===== src/ast_regs.svh =====
// Register offsets, field positions, reset values and timing counts of the transceiver
`ifndef AST_REGS_SVH
`define AST_REGS_SVH

////////////////////////////////////////////////////////////////////////////////
// Register offsets on the register port
`define AST_FLAGS_OFS 4'h0
`define AST_ENABLES_OFS 4'h1
`define AST_PRIORITY_OFS 4'h2
`define AST_RX_STAT_OFS 4'h3
`define AST_TX_BUF_OFS 4'h4
`define AST_RX_BUF_OFS 4'h5
`define AST_TX_STAT_OFS 4'h6
`define AST_BAUD_CTL_OFS 4'h7
`define AST_DIV_HI_OFS 4'h8
`define AST_DIV_LO_OFS 4'h9

////////////////////////////////////////////////////////////////////////////////
// Transmit status/control fields
`define AST_TX_NINE_EN_BIT 6
`define AST_TX_EN_BIT 5
`define AST_CLOCKED_MODE_BIT 4
`define AST_HIGH_SPEED_BIT 2
`define AST_SHIFT_EMPTY_BIT 1
`define AST_TX_NINTH_BIT 0
`define AST_TX_STAT_WMASK 8'h75
// Receive status/control fields
`define AST_PORT_EN_BIT 7
`define AST_RX_NINE_EN_BIT 6
`define AST_CONT_RX_BIT 4
`define AST_FRAME_ERR_BIT 2
`define AST_OVERRUN_BIT 1
`define AST_RX_NINTH_BIT 0
`define AST_RX_STAT_WMASK 8'hd0
// Baud control fields
`define AST_RX_INV_BIT 5
`define AST_TX_INV_BIT 4
`define AST_WIDE_BAUD_BIT 3
`define AST_BAUD_CTL_WMASK 8'h38
// Peripheral flag and enable fields
`define AST_RX_DONE_BIT 5
`define AST_TX_EMPTY_BIT 4
// Core interrupt control fields
`define AST_GLOBAL_IE_BIT 7
`define AST_PERIPH_IE_BIT 6

////////////////////////////////////////////////////////////////////////////////
// Reset values
`define AST_REG_RESET 8'h00
`define AST_SHIFT_IDLE 11'h7ff

////////////////////////////////////////////////////////////////////////////////
// Timing counts, in clock cycles, baud ticks, sample ticks or bits
`define AST_PRESCALE_LAST 2'h3
`define AST_START_MID 4'h7
`define AST_BIT_LAST 4'hf
`define AST_FRAME_LAST_8 4'h9
`define AST_FRAME_LAST_9 4'ha
`define AST_DATA_LAST_8 4'h7
`define AST_DATA_LAST_9 4'h8
`define AST_HOST_HOLD 3'h4
`define AST_CFG_LAST 3'h6

`endif


===== src/ast_pkg.sv =====
// Types shared by both ends of the asynchronous serial transceiver
package ast_pkg;

	typedef logic [3:0] ast_addr_t;

	// Receiver sequence
	typedef enum logic [1:0] {
		RX_IDLE,
		RX_START,
		RX_DATA,
		RX_STOP
	} ast_rx_state_e;

	// Software-side sequencer
	typedef enum logic [3:0] {
		H_CFG,
		H_IDLE,
		H_WAIT,
		H_FLAGS,
		H_STAT,
		H_DATA,
		H_ERR_ON,
		H_TXDATA,
		H_HOLD
	} ast_host_state_e;

endpackage : ast_pkg


===== src/ast_if.sv =====
// Register port joining the software side and the transceiver
`timescale 1ns/100ps
interface ast_if;
	ast_pkg::ast_addr_t addr;
	logic wr;
	logic rd;
	logic [7:0] wdata;
	logic [7:0] rdata;
	logic irq;

	modport dev (input addr, input wr, input rd, input wdata, output rdata, output irq);
	modport host (output addr, output wr, output rd, output wdata, input rdata, input irq);
endinterface : ast_if


===== src/ast_device.sv =====
// Device end: asynchronous serial transmitter and receiver with its registers
`timescale 1ns/100ps
`include "ast_regs.svh"

// Summary of operation
// - Clocked-mode bit clear selects asynchronous operation
// - Frame is start, eight/nine data, stop
// - Data bits go least significant first
// - Transmitter, receiver independent; shared format and rate
// - Generator gives x16 or x64 oversampling
// - No hardware parity; ninth bit carries it
// - Polarity bits invert transmit and receive lines
// - Shifter reloads only after stop bit sent
// - Reload takes one cycle, sets buffer-empty flag
// - Empty flag ignores enable, not software clearable
// - Empty flag clears second cycle after write
// - Read-only shifter-empty bit, no interrupt
// - Setting transmit enable sets empty flag
// - Buffer write starts sending; ninth bit preloaded
// - Software configures everything before transmit enable
// - Sixteen-times sampling feeds bit-rate receive shifter
// - Completed character sets flag; enable gates interrupt
// - Status shows ninth bit, errors; read first
// - Clearing continuous receive clears overrun error
// - Nine-bit enable widens; continuous enable starts reception
// - Software sets global and peripheral interrupt enables
// - Reading receive buffer clears receive-complete flag
module ast_device (
	// Clock and reset
	input wire logic clk_i,
	input wire logic rst_b_i,
	// Register port toward software
	ast_if.dev bus,
	// Serial lines
	input wire logic rx_i,
	output logic tx_o
);
	logic [7:0] tx_ctl, rx_ctl, baud_ctl, div_hi, div_lo, irq_en, irq_prio;
	logic [15:0] brg_cnt;
	logic [1:0] pre_cnt;
	logic port_on, brg_tick, samp_tick;
	logic [7:0] transmit_buffer;
	logic buf_ninth, buf_full, tx_load, tx_buf_wr;
	logic [10:0] transmit_shift_register;
	logic tx_busy;
	logic [3:0] tx_tick_cnt, tx_bits_left;
	logic transmit_buffer_empty_flag, transmit_enable_q;
	logic [1:0] settle_pipe;
	logic rx_s1, rx_s2, rx_level, rx_run, rx_end, rx_stop_ok, rd_rx_buf;
	ast_pkg::ast_rx_state_e rx_state;
	logic [3:0] rx_cnt, rx_bits, rx_last;
	logic [8:0] rx_sh;
	logic [7:0] receive_buffer, read_val;
	logic received_ninth_bit, framing_error_flag, overrun_error_flag;
	logic receive_complete_flag;

	// Write strobe for one register
	function automatic logic wr_at(input logic wr, input ast_pkg::ast_addr_t a,
		input ast_pkg::ast_addr_t ofs);
		wr_at = wr && (a == ofs);
	endfunction : wr_at

	////////////////////////////////////////////////////////////////////////////
	// Software-written configuration
	always_ff @(posedge clk_i)
	begin
		if (!rst_b_i)
		begin
			tx_ctl <= `AST_REG_RESET;
			rx_ctl <= `AST_REG_RESET;
			baud_ctl <= `AST_REG_RESET;
			div_hi <= `AST_REG_RESET;
			div_lo <= `AST_REG_RESET;
			irq_en <= `AST_REG_RESET;
			irq_prio <= `AST_REG_RESET;
		end
		else
		begin
			if (wr_at(bus.wr, bus.addr, `AST_TX_STAT_OFS))
				tx_ctl <= bus.wdata & `AST_TX_STAT_WMASK;
			if (wr_at(bus.wr, bus.addr, `AST_RX_STAT_OFS))
				rx_ctl <= bus.wdata & `AST_RX_STAT_WMASK;
			if (wr_at(bus.wr, bus.addr, `AST_BAUD_CTL_OFS))
				baud_ctl <= bus.wdata & `AST_BAUD_CTL_WMASK;
			if (wr_at(bus.wr, bus.addr, `AST_DIV_HI_OFS))
				div_hi <= bus.wdata;
			if (wr_at(bus.wr, bus.addr, `AST_DIV_LO_OFS))
				div_lo <= bus.wdata;
			if (wr_at(bus.wr, bus.addr, `AST_ENABLES_OFS))
				irq_en <= bus.wdata;
			if (wr_at(bus.wr, bus.addr, `AST_PRIORITY_OFS))
				irq_prio <= bus.wdata;
		end
	end

	// Port runs only when enabled and not in clocked mode
	assign port_on = rx_ctl[`AST_PORT_EN_BIT] && !tx_ctl[`AST_CLOCKED_MODE_BIT];

	////////////////////////////////////////////////////////////////////////////
	// Shared baud generator: one rate for both directions
	assign brg_tick = port_on && (brg_cnt == 16'h0000);
	// Slow mode with wide baud clear divides by four more, giving the x64 ratio
	assign samp_tick = brg_tick && ((tx_ctl[`AST_HIGH_SPEED_BIT] || baud_ctl[`AST_WIDE_BAUD_BIT])
		|| (pre_cnt == `AST_PRESCALE_LAST));

	always_ff @(posedge clk_i)
	begin
		if (!rst_b_i)
			brg_cnt <= 16'h0000;
		else if (!port_on || brg_cnt == 16'h0000)
			brg_cnt <= baud_ctl[`AST_WIDE_BAUD_BIT] ? {div_hi, div_lo} : {8'h00, div_lo};
		else
			brg_cnt <= brg_cnt - 16'h0001;
	end

	// Prescaler for the x64 case
	always_ff @(posedge clk_i)
	begin
		if (!rst_b_i || !port_on)
			pre_cnt <= 2'h0;
		else if (brg_tick)
			pre_cnt <= pre_cnt + 2'h1;
	end

	////////////////////////////////////////////////////////////////////////////
	// Transmit buffer; the ninth bit is captured with the byte
	assign tx_buf_wr = wr_at(bus.wr, bus.addr, `AST_TX_BUF_OFS);
	assign tx_load = !tx_busy && buf_full && tx_ctl[`AST_TX_EN_BIT] && port_on;

	always_ff @(posedge clk_i)
	begin
		if (!rst_b_i)
		begin
			transmit_buffer <= 8'h00;
			buf_ninth <= 1'b0;
			buf_full <= 1'b0;
		end
		else if (tx_buf_wr)
		begin
			transmit_buffer <= bus.wdata;
			buf_ninth <= tx_ctl[`AST_TX_NINTH_BIT];
			buf_full <= 1'b1;
		end
		else if (tx_load)
			buf_full <= 1'b0;
	end

	// Shift register: start, data, ninth or stop, stop
	always_ff @(posedge clk_i)
	begin
		if (!rst_b_i || !port_on)
		begin
			transmit_shift_register <= `AST_SHIFT_IDLE;
			tx_busy <= 1'b0;
			tx_tick_cnt <= 4'h0;
			tx_bits_left <= 4'h0;
		end
		else if (tx_load)
		begin
			transmit_shift_register <= {1'b1, tx_ctl[`AST_TX_NINE_EN_BIT] ? buf_ninth : 1'b1,
				transmit_buffer, 1'b0};
			tx_busy <= 1'b1;
			tx_tick_cnt <= 4'h0;
			tx_bits_left <= tx_ctl[`AST_TX_NINE_EN_BIT] ? `AST_FRAME_LAST_9 : `AST_FRAME_LAST_8;
		end
		else if (tx_busy && samp_tick)
		begin
			tx_tick_cnt <= tx_tick_cnt + 4'h1;
			if (tx_tick_cnt == `AST_BIT_LAST)
			begin
				if (tx_bits_left == 4'h0)
					tx_busy <= 1'b0;
				else
				begin
					transmit_shift_register <= {1'b1, transmit_shift_register[10:1]};
					tx_bits_left <= tx_bits_left - 4'h1;
				end
			end
		end
	end

	// Line idles at mark; polarity applied last
	always_ff @(posedge clk_i)
	begin
		if (!rst_b_i)
			tx_o <= 1'b1;
		else
			tx_o <= (tx_busy ? transmit_shift_register[0] : 1'b1) ^ baud_ctl[`AST_TX_INV_BIT];
	end

	// Buffer-empty flag: hardware only, set wins over the delayed clear
	always_ff @(posedge clk_i)
	begin
		if (!rst_b_i)
		begin
			transmit_buffer_empty_flag <= 1'b0;
			settle_pipe <= 2'h0;
			transmit_enable_q <= 1'b0;
		end
		else
		begin
			settle_pipe <= {settle_pipe[0], tx_buf_wr};
			transmit_enable_q <= tx_ctl[`AST_TX_EN_BIT];
			if (tx_load || (tx_ctl[`AST_TX_EN_BIT] && !transmit_enable_q))
				transmit_buffer_empty_flag <= 1'b1;
			else if (settle_pipe[1] && buf_full)
				transmit_buffer_empty_flag <= 1'b0;
		end
	end

	////////////////////////////////////////////////////////////////////////////
	// Receive line synchroniser
	always_ff @(posedge clk_i)
	begin
		if (!rst_b_i)
		begin
			rx_s1 <= 1'b1;
			rx_s2 <= 1'b1;
		end
		else
		begin
			rx_s1 <= rx_i;
			rx_s2 <= rx_s1;
		end
	end

	assign rx_level = rx_s2 ^ baud_ctl[`AST_RX_INV_BIT];
	// An overrun holds off reception until software drops continuous receive
	assign rx_run = port_on && rx_ctl[`AST_CONT_RX_BIT] && !overrun_error_flag;
	assign rx_last = rx_ctl[`AST_RX_NINE_EN_BIT] ? `AST_DATA_LAST_9 : `AST_DATA_LAST_8;

	// Sampling at x16: confirm start at mid-bit, then one sample per bit
	always_ff @(posedge clk_i)
	begin
		if (!rst_b_i || !rx_run)
		begin
			rx_state <= ast_pkg::RX_IDLE;
			rx_cnt <= 4'h0;
			rx_bits <= 4'h0;
			rx_sh <= 9'h000;
			rx_end <= 1'b0;
			rx_stop_ok <= 1'b1;
		end
		else
		begin
			rx_end <= 1'b0;
			unique case (rx_state)
				ast_pkg::RX_IDLE:
					if (!rx_level)
					begin
						rx_state <= ast_pkg::RX_START;
						rx_cnt <= 4'h0;
					end
				ast_pkg::RX_START:
					if (samp_tick)
					begin
						rx_cnt <= rx_cnt + 4'h1;
						if (rx_cnt == `AST_START_MID)
						begin
							// Glitch shorter than half a bit is dropped
							rx_state <= rx_level ? ast_pkg::RX_IDLE : ast_pkg::RX_DATA;
							rx_cnt <= 4'h0;
							rx_bits <= 4'h0;
						end
					end
				ast_pkg::RX_DATA:
					if (samp_tick)
					begin
						rx_cnt <= rx_cnt + 4'h1;
						if (rx_cnt == `AST_BIT_LAST)
						begin
							rx_sh <= {rx_level, rx_sh[8:1]};
							rx_bits <= rx_bits + 4'h1;
							if (rx_bits == rx_last)
								rx_state <= ast_pkg::RX_STOP;
						end
					end
				ast_pkg::RX_STOP:
					if (samp_tick)
					begin
						rx_cnt <= rx_cnt + 4'h1;
						if (rx_cnt == `AST_BIT_LAST)
						begin
							rx_state <= ast_pkg::RX_IDLE;
							rx_end <= 1'b1;
							rx_stop_ok <= rx_level;
						end
					end
			endcase
		end
	end

	// Receive buffer and status; a read in the same cycle frees the buffer
	assign rd_rx_buf = bus.rd && (bus.addr == `AST_RX_BUF_OFS);

	always_ff @(posedge clk_i)
	begin
		if (!rst_b_i)
		begin
			receive_buffer <= 8'h00;
			received_ninth_bit <= 1'b0;
			framing_error_flag <= 1'b0;
			overrun_error_flag <= 1'b0;
			receive_complete_flag <= 1'b0;
		end
		else
		begin
			if (!rx_ctl[`AST_CONT_RX_BIT])
				overrun_error_flag <= 1'b0;
			if (rd_rx_buf)
				receive_complete_flag <= 1'b0;
			if (rx_end)
			begin
				if (receive_complete_flag && !rd_rx_buf)
					overrun_error_flag <= 1'b1;
				else
				begin
					receive_buffer <= rx_ctl[`AST_RX_NINE_EN_BIT] ? rx_sh[7:0] : rx_sh[8:1];
					received_ninth_bit <= rx_ctl[`AST_RX_NINE_EN_BIT] && rx_sh[8];
					framing_error_flag <= !rx_stop_ok;
					receive_complete_flag <= 1'b1;
				end
			end
		end
	end

	////////////////////////////////////////////////////////////////////////////
	// Read multiplexer; unmapped offsets read zero
	always_comb
	begin
		read_val = 8'h00;
		case (bus.addr)
			`AST_FLAGS_OFS:
			begin
				read_val[`AST_RX_DONE_BIT] = receive_complete_flag;
				read_val[`AST_TX_EMPTY_BIT] = transmit_buffer_empty_flag;
			end
			`AST_ENABLES_OFS: read_val = irq_en;
			`AST_PRIORITY_OFS: read_val = irq_prio;
			`AST_RX_STAT_OFS:
			begin
				read_val = rx_ctl;
				read_val[`AST_FRAME_ERR_BIT] = framing_error_flag;
				read_val[`AST_OVERRUN_BIT] = overrun_error_flag;
				read_val[`AST_RX_NINTH_BIT] = received_ninth_bit;
			end
			`AST_TX_BUF_OFS: read_val = transmit_buffer;
			`AST_RX_BUF_OFS: read_val = receive_buffer;
			`AST_TX_STAT_OFS:
			begin
				read_val = tx_ctl;
				read_val[`AST_SHIFT_EMPTY_BIT] = !tx_busy;
			end
			`AST_BAUD_CTL_OFS: read_val = baud_ctl;
			`AST_DIV_HI_OFS: read_val = div_hi;
			`AST_DIV_LO_OFS: read_val = div_lo;
			default: read_val = 8'h00;
		endcase
	end

	// Read data held until the next read; request gated by enables only
	always_ff @(posedge clk_i)
	begin
		if (!rst_b_i)
		begin
			bus.rdata <= 8'h00;
			bus.irq <= 1'b0;
		end
		else
		begin
			if (bus.rd)
				bus.rdata <= read_val;
			bus.irq <= (transmit_buffer_empty_flag && irq_en[`AST_TX_EMPTY_BIT])
				|| (receive_complete_flag && irq_en[`AST_RX_DONE_BIT]);
		end
	end
endmodule : ast_device


===== src/flat_wrapper.sv =====
// flat-port wrapper written by rule: the top's interface ports become plain ports
module ast_device_flat 
  (clk_i, rst_b_i, rx_i, tx_o, bus_addr, bus_wr, bus_rd, bus_wdata, bus_rdata, bus_irq);
  ast_if bus_i ();
  input wire logic clk_i;
  input wire logic rst_b_i;
  input wire logic rx_i;
  output logic tx_o;
  input wire logic [$bits(bus_i.addr)-1:0] bus_addr;
  input wire logic [$bits(bus_i.wr)-1:0] bus_wr;
  input wire logic [$bits(bus_i.rd)-1:0] bus_rd;
  input wire logic [$bits(bus_i.wdata)-1:0] bus_wdata;
  output wire logic [$bits(bus_i.rdata)-1:0] bus_rdata;
  output wire logic [$bits(bus_i.irq)-1:0] bus_irq;
  assign bus_i.addr = bus_addr;
  assign bus_i.wr = bus_wr;
  assign bus_i.rd = bus_rd;
  assign bus_i.wdata = bus_wdata;
  assign bus_rdata = bus_i.rdata;
  assign bus_irq = bus_i.irq;
  ast_device u_core (.clk_i(clk_i), .rst_b_i(rst_b_i), .bus(bus_i), .rx_i(rx_i), .tx_o(tx_o));
endmodule

===== config.mk =====
export PLATFORM = sky130hd
export DESIGN_NAME = ast_device_flat
export DESIGN_NICKNAME = d
export VERILOG_FILES = /design/src/ast_pkg.sv /design/src/ast_if.sv /design/src/ast_device.sv /design/src/flat_wrapper.sv
export VERILOG_INCLUDE_DIRS = /design/src /design/src/src
export SDC_FILE = /design/constraint.sdc
export NUM_CORES = 1
export LEC_CHECK = 0
export ABC_AREA = 1
export BUFFER_PORTS_ARGS = -buffer_cell sky130_fd_sc_hd__buf_2
export CORE_ASPECT_RATIO = 1.2
export CORE_MARGIN = 2
export CORE_UTILIZATION = 40
export CTS_CLUSTER_SIZE = 14
export DETAILED_ROUTE_END_ITERATION = 10
export SETUP_SLACK_MARGIN = 0.02
export SYNTH_ARGS = -nofsm -noshare
export SYNTH_HDL_FRONTEND = slang
export SYNTH_SLANG_ARGS = --single-unit

===== constraint.sdc =====
create_clock -name clk_i -period 5.4 [get_ports clk_i]
set_input_delay 0.27 -clock clk_i [delete_from_list [all_inputs] [get_ports clk_i]]
set_output_delay 0.27 -clock clk_i [all_outputs]
set_load 0.005 [all_outputs]

==> metrics.md, run 1 <==
| Metric | Value |
|---|---|
| Crit path buffers/inverters | 4 |
| Register area share after synthesis | 43.7% |
| Worst hold-check path type | in2reg |
| P per Cell Area | ~320 mW/mm² |
| TritonCTS Sinks | 139 |
| Overall Power | between 2 and 2.5 mW |
| Final Wtd Congestion | ~0.9 |
| Internal power | about 1.8 mW |
| Worst hold margin | 0.0539 ns |
| RSZ-0062 raised after global routing | no |
| Delay-heaviest family, CP | simple AND/OR/NAND/NOR gates |
| Slowest CP cell | nor2_2 |
| Antenna Nets Post-Route | 0 |
| Starting Density | 40.8% |
| Largest net degree at the start of global routing | 63 |
| Area of the multi-input gates | between 0.003 and 0.004 mm² |
| Post-synth top area cell | dfxtp_1 |
| Gr usage total | ~20% |
| Die W | around 120 µm |
| Final worst-path cycle share | 50.4% |
| CP endpoint kind | flop |
| Register area | 0.00278 mm² |
| Clock root cell | clkbuf_16 |
| Sequential Power Share | between 40% and 50% |
| Reg2Reg Setup Slack | about 3 ns |
| #FFs+latches synth | 139 |
| Distinct cells, synth | 42 |
| CTS tree | yes |
| Synth top area share | a little over two fifths |
| Worst path cell trace | buf_2, buf_4, inv_2, nor2_2, inv_2, nor3_4, o21ai_0, nor3b_1 |
| Skew-Pair Late Insertion Delay | between 0.4 and 0.5 ns |
| EDFF count, synth | 0 |
| Initial drt markers | just under 400 |
| Synth area leaders | dfxtp_1 (44%), nand2_1 (8.6%), a21oi_1 (8.0%), o21ai_0 (7.2%), nand3_1 (5.1%) |
| Setup ws final | 2.68 ns |
| Gr ovfl total | 0 |
| Maximum vdd drop | about 0.22 mV |
| Outcome | finished clean |
| Final hold vios | 0 |
| Wire per inst | ~15 µm |
| Maximum clock rate | ~370 MHz |
| Crit Path Class | in2reg |
| Synth Instances | between 800 and 900 |
| Utilization after layout | 46.3% |
| Post-route cell area | about 0.007 mm² |
| Max-Cap Viols | 0 |
| Sw Ratio | 23.0% |
| Critical Path RT | 5.74 ns |
| Vias in the first global route | around 5.2k |
| TritonRoute pass-1 iters | 7 |
| Cell area after synthesis | approximately 0.0064 mm² |
| Synth cell count leaders | nand2_1 (146), dfxtp_1 (139), a21oi_1 (102), o21ai_0 (91), inv_1 (85) |
| Yosys warnings | 0 |
| Post-Route WL | between 15000 and 20000 µm |
| Fill count | 1571 |
| Tmin final | 2.72 ns |
| Ratio of cells with drive above 1 in the final layout | roughly a tenth |
| Vias | around 5.6k |
| IO Pins | 27 |
| Largest stage delay, worst path | between 0.5 and 0.6 ns |
| Worst-path clk slew | approximately 0.060 ns |
| Worst Skew | 0.00768 ns |
| CTS Hold Bufs | 0 |
| Most frequent cell after synthesis | nand2_1 |
| Crit path max fanout | 62 |
| Synth Flop Type | dfxtp_1 |
| CTS Buf Count | 17 |
| Die area | roughly 0.017 mm² |
| Clock group share of total power | between 50% and 60% |
| Net count after synthesis | 890 |
| PortBufs | 26 |
| Die Ht | roughly 140 µm |
| Area growth from synthesis to layout | 13.3% |
| DRC | 0 |
| Synth Area per Inst | 7.40 µm² |
| Logic pwr share | about 4.5% |
| Critical path launch point type | primary input |
| Slew HR | between 40 and 50% |
| First-pass GRT wire length | ~27000 µm |
| Nets | 902 |
| Std-Cell Rows | 50 |
| Leakage power total | 2.70 nW |
| Slew Viols, Final | 0 |
| Final cell count without fillers | between 1k and 1.5k |
| TNS Setup | 0 ns |
| Inst Count DP | approximately 1.1k |
| Pre-CTS setup slack | about 2.2 ns |
| Tightest Pin Transition | between 0.8 and 0.9 ns |
| Post-CTS sizing | 0 |
| Placed Area | 0.00661 mm² |
| Psw | approximately 0.54 mW |
| Core box area | approximately 0.016 mm² |
| CP most frequent cell | inv_2 |
| Clk buf depth | 2 |
| H-tree Lvls | 4 |
| Finish-stage setup viols | 0 |
| Crit path DAT | 3.06 ns |
| # Post-CTS Setup Buffers | 0 |
| Initial antenna violation count | 0 |
| Fraction of registers with async set/reset | 0% |
| Hpwl dp | ~12000 µm |
| ANT cells | 0 |
| Routed vias/inst | 5.14 |
[cell families (layout without fill, tap and decap cells)]
kind of cell               count (synthesis)  after routing  share of synthesized area, %
buffers and inverters                    130            154                          8.08
AOI/OAI and AO/OA                        240            240                          20.5
and+or+nand+nor                          325            325                          23.3
xor gates and xnor gates                  13             13                          1.79
DFF                                      139            139                          43.7
adders and majority gates                 13             13                          2.56
[state kept, by name, summed over array words and instances, names as in the netlist, 2 cells and up, named ones only]
name,count
u_core.receive_buffer,8
u_core.transmit_shift_register,10
u_core.tx_ctl,5
u_core.baud_ctl,3
u_core.irq_prio,8
u_core.transmit_buffer,8
u_core.rx_bits,4
u_core.settle_pipe,2
u_core.pre_cnt,2
u_core.rx_sh,9
u_core.div_lo,8
u_core.irq_en,8
u_core.tx_tick_cnt,4
u_core.div_hi,8
u_core.tx_bits_left,4
u_core.rx_cnt,4
u_core.bus.rdata,8
u_core.rx_ctl,3
u_core.brg_cnt,16
[worst register-to-register path, cell delays in order, from the launching register on]
cell,delay (ns)
dfxtp_1,0.32
inv_2,0.07
nor2_4,0.17
inv_2,0.08
nor2_2,0.43
inv_2,0.20
nor3_4,0.48
o21ai_0,0.29
nor3b_1,0.24
[routing by layer]
layer | share of wire (%) | global-route usage (%) | vias to the layer above
met3 | 4.4 | 3.73 | 35
met5 | 0 | 0 | -
met2 | 47 | 32.1 | 117
met4 | 3.5 | 9.52 | 0
met1 | 45 | 26.0 | 2550
li1 | - | - | 2913
[layout by cell type (no fill, tap or decap), types with 7 or more instances in the layout]
cell type,Yosys,routed
xor2_1,7,7
nand2_1,146,146
inv_1,85,85
nor2_1,71,71
clkbuf_16,0,17
o211ai_1,9,9
nand3_1,65,65
a31oi_1,10,10
o22ai_1,10,10
o21ai_0,91,91
inv_2,9,9
a21oi_1,102,102
ha_1,13,13
buf_2,11,26
nor3_1,13,13
nor2_4,8,8
dfxtp_1,139,139
[worst paths after layout]
check                           startpoint                             to  cells past startpoint
max                                rst_b_i  u_core.rx_cnt[3]$_SDFFE_PP0P_                      8
min                                   rx_i        u_core.rx_s1$_SDFF_PN1_                      2
max reg2reg  u_core.rx_ctl[7]$_SDFFE_PN0P_  u_core.rx_cnt[3]$_SDFFE_PP0P_                      8
min reg2reg        u_core.rx_s1$_SDFF_PN1_        u_core.rx_s2$_SDFF_PN1_                      1
[power by group through the flow]
| stage | logic, mW | registers [mW] | clock network (mW) |
|---|---|---|---|
| after floorplan | 0.0705 | 1.06 | 0 |
| after global placement | 0.103 | 1.07 | 0 |
| after detailed placement | 0.104 | 1.07 | 0 |
| after CTS | 0.104 | 1.04 | 1.20 |
| after global routing | 0.116 | 1.04 | 1.25 |
| final | 0.105 | 1.04 | 1.18 |
[layout make-up]
| type | instances | share of cell area [%] |
|---|---|---|
| multi-input combinational | 591 | 42.5 |
| timing repair buffer | 27 | 1.91 |
| inverter | 96 | 5.02 |
| clock buffer | 18 | 5.96 |
| clock inverter | 13 | 2.36 |
| tap | 208 | 3.61 |
| sequential | 139 | 38.6 |
Note: power is estimated with default switching activity, not from simulation.
==> run 2: changes to the inputs <==
clock period = 2.45 ns   (was 5.4 ns; I/O delays follow)
==> metrics.md, run 2 (synthesis gave the netlist of run 1 again) <==
| Metric | Value |
|---|---|
| Worst-path clk slew | 0.06 ns (about the same) |
| Outcome | finished clean (unchanged) |
| Crit path max fanout | 8 (was 62) |
| Maximum clock rate | 480 MHz |
| Die Ht | 142 µm (unchanged) |
| Largest stage delay, worst path | 0.42 ns (was 0.58 ns) |
| Tmin final | between 2 and 2.5 ns |
| Reg2Reg Setup Slack | 0.37 ns (was 3.04 ns) |
| Commonest cells after routing, fill and taps aside | nand2_1 (146), dfxtp_1 (139), a21oi_1 (102), o21ai_0 (91), inv_1 (85) (unchanged) |
| Worst hold margin | 0.0401 ns (was 0.0539 ns) |
| Hpwl dp | 12000 µm (was 11500 µm) |
| Worst R2R Path Depth | 10 (was 8) |
| Critical Path RT | 2.74 ns (was 5.74 ns) |
| Gr ovfl total | 0 (unchanged) |
| CTS Buf Count | 17 (unchanged) |
| Finish-stage setup viols | 0 (unchanged) |
| Most common cell after layout, fill and taps aside | nand2_1 (unchanged) |
| Final Wtd Congestion | 0.922 (was 0.892) |
| Vias | 5737 (was 5615) |
| Critical path launch point type | flop (was primary input) |
| Skew-Pair Late Insertion Delay | 0.42 ns (about the same) |
| Std-Cell Rows | 50 (unchanged) |
| TNS Setup | 0 ns (unchanged) |
| Core box area | 0.0156 mm² (unchanged) |
| Worst hold-check path type | in2reg (unchanged) |
| Initial antenna violation count | 0 (unchanged) |
| Vias in the first global route | 5332 (was 5202) |
| DRC | 0 (unchanged) |
| Die W | 119 µm (unchanged) |
| CP Depth | 10 (was 8) |
| Wire per inst | 15.4 µm (was 15.0 µm) |
| Tightest Pin Transition | 0.590 ns (was 0.832 ns) |
| IO Pins | 27 (unchanged) |
| Slew Viols, Final | 0 (unchanged) |
| Setup crit end | u_core.rx_cnt[3]$_SDFFE_PP0P_ (unchanged) |
| TritonRoute pass-1 iters | 5 (was 7) |
| CTS Hold Bufs | 1 (was 0) |
| Worst path cell trace | inv_1, ha_1, nor2_1, inv_1, nor2_1, inv_1, nand2_1, nand2_1, o21ai_0, nor3b_1 (was buf_2, buf_4, inv_2, nor2_2, inv_2, nor3_4, o21ai_0, nor3b_1) |
| Slew HR | 60.6% (was 44.3%) |
| CP endpoint kind | flop (unchanged) |
| Leakage power total | 2.77 nW (was 2.70 nW) |
| # Post-CTS Setup Buffers | 0 (unchanged) |
| RR Endpoint | u_core.rx_cnt[3]$_SDFFE_PP0P_ (unchanged) |
| Max-Cap Viols | 0 (unchanged) |
| Final hold vios | 0 (unchanged) |
| TritonCTS Sinks | 139 (unchanged) |
| CP most frequent cell | inv_1 (was inv_2) |
| H-tree Lvls | 4 (unchanged) |
| Routed vias/inst | 5.22 (was 5.14) |
| Worst Skew | 0.00936 ns (was 0.00768 ns) |
| Final worst-path cycle share | 85.0% |
| Worst reg2reg startpoint | u_core.rx_state[0]$_SDFFE_PP0P_ (was u_core.rx_ctl[7]$_SDFFE_PN0P_) |
| Starting Density | 40.8% (unchanged) |
| P per Cell Area | 726 mW/mm² (was 323 mW/mm²) |
| Post-Route WL | 17000 µm (was 16400 µm) |
| Largest register by flop count | u_core.brg_cnt (unchanged) |
| Crit path DAT | 2.37 ns (was 3.06 ns) |
| Die area | 0.0169 mm² (unchanged) |
| Clk buf depth | 2 (unchanged) |
| First-pass GRT wire length | 27400 µm (was 26700 µm) |
| Overall Power | 5.30 mW (was 2.33 mW) |
| Clock root cell | clkbuf_16 (unchanged) |
| Crit path buffers/inverters | 3 (was 4) |
| Antenna Nets Post-Route | 0 (unchanged) |
| Crit. Startpoint | u_core.rx_state[0]$_SDFFE_PP0P_ (was rst_b_i) |
| Biggest regs | u_core.brg_cnt: 16 flops, u_core.transmit_shift_register: 10 flops, u_core.rx_sh: 9 flops (unchanged) |
| Area growth from synthesis to layout | 14.8% (was 13.3%) |
| Ratio of cells with drive above 1 in the final layout | 11.1% (was 10.4%) |
| Fill count | 1581 (was 1571) |
| CTS tree | yes (unchanged) |
| PortBufs | 26 (unchanged) |
| Post-CTS sizing | 0 (unchanged) |
| Largest net degree at the start of global routing | 62 (was 63) |
| Maximum vdd drop | 0.498 mV (was 0.219 mV) |
| Delay-heaviest family, CP | simple AND/OR/NAND/NOR gates (unchanged) |
| Gr usage total | 20.6% (was 20.0%) |
| ANT cells | 0 (unchanged) |
| Nets | 911 (was 902) |
| Largest register FFs | 16 (unchanged) |
| Crit Path Class | reg2reg (was in2reg) |
| RSZ-0062 raised after global routing | no (unchanged) |
| Initial drt markers | 361 (was 393) |
| Slowest CP cell | dfxtp_1 (was nor2_2) |
-- run 2: worst reg2reg max path, stage by stage (launching register included) --
cell	delay [ns]
dfxtp_1	0.42
inv_1	0.12
ha_1	0.32
nor2_1	0.19
inv_1	0.06
nor2_1	0.13
inv_1	0.06
nand2_1	0.06
nand2_1	0.14
o21ai_0	0.37
nor3b_1	0.10
-- run 2: power breakdown --
| group | total, mW | switching, mW | internal, mW |
|---|---|---|---|
| Combinational | 0.239 | 0.170 | 0.0696 |
| Sequential | 2.30 | 0.0143 | 2.28 |
| Clock | 2.76 | 0.970 | 1.79 |
| Total | 5.30 | 1.15 | 4.15 |
-- run 2: how the worst min path moves through the flow --
stage               depth (start not counted)    startpoint                          endpoint
finish                                      3        bus_rd  u_core.bus.rdata[6]$_SDFFE_PN0P_
floorplan                                   1          rx_i           u_core.rx_s1$_SDFF_PN1_
CTS                                         3        bus_rd  u_core.bus.rdata[6]$_SDFFE_PN0P_
global route                                3  bus_wdata[0]     u_core.tx_ctl[0]$_SDFFE_PN0P_
detailed placement                          2          rx_i           u_core.rx_s1$_SDFF_PN1_
global placement                            2          rx_i           u_core.rx_s1$_SDFF_PN1_
-- run 2: routing by layer --
| metal | share of wire (%) | track usage (%) | vias to the layer above |
|---|---|---|---|
| li1 | - | - | 2921 |
| met1 | 44 | 25.6 | 2662 |
| met2 | 49 | 34.6 | 125 |
| met3 | 4.4 | 4.61 | 29 |
| met4 | 2.3 | 8.77 | 0 |
| met5 | 0 | 0 | - |
-- run 2: layout make-up --
cell class,count,area [µm²],area share [%]
Sequential cell,139,2780,38.1
Multi-Input combinational cell,591,3060,42.0
Clock inverter,12,198,2.71
Tap cell,208,260,3.56
Timing Repair Buffer,36,208,2.84
Inverter,96,362,4.95
Clock buffer,18,429,5.88
-- run 2: stage by stage --
stage | cells | instance area [µm²] | utilization (%) | setup slack, ns
after floorplan | 860 | 6360 | - | 0.694
after global placement | 1069 | 6670 | 42.8 | 0.483
after detailed placement | 1069 | 6670 | 42.8 | 0.436
after CTS | 1100 | 7300 | 46.9 | 0.402
after global routing | 1100 | 7300 | 46.9 | 0.222
final | 1100 | 7300 | 46.9 | 0.367
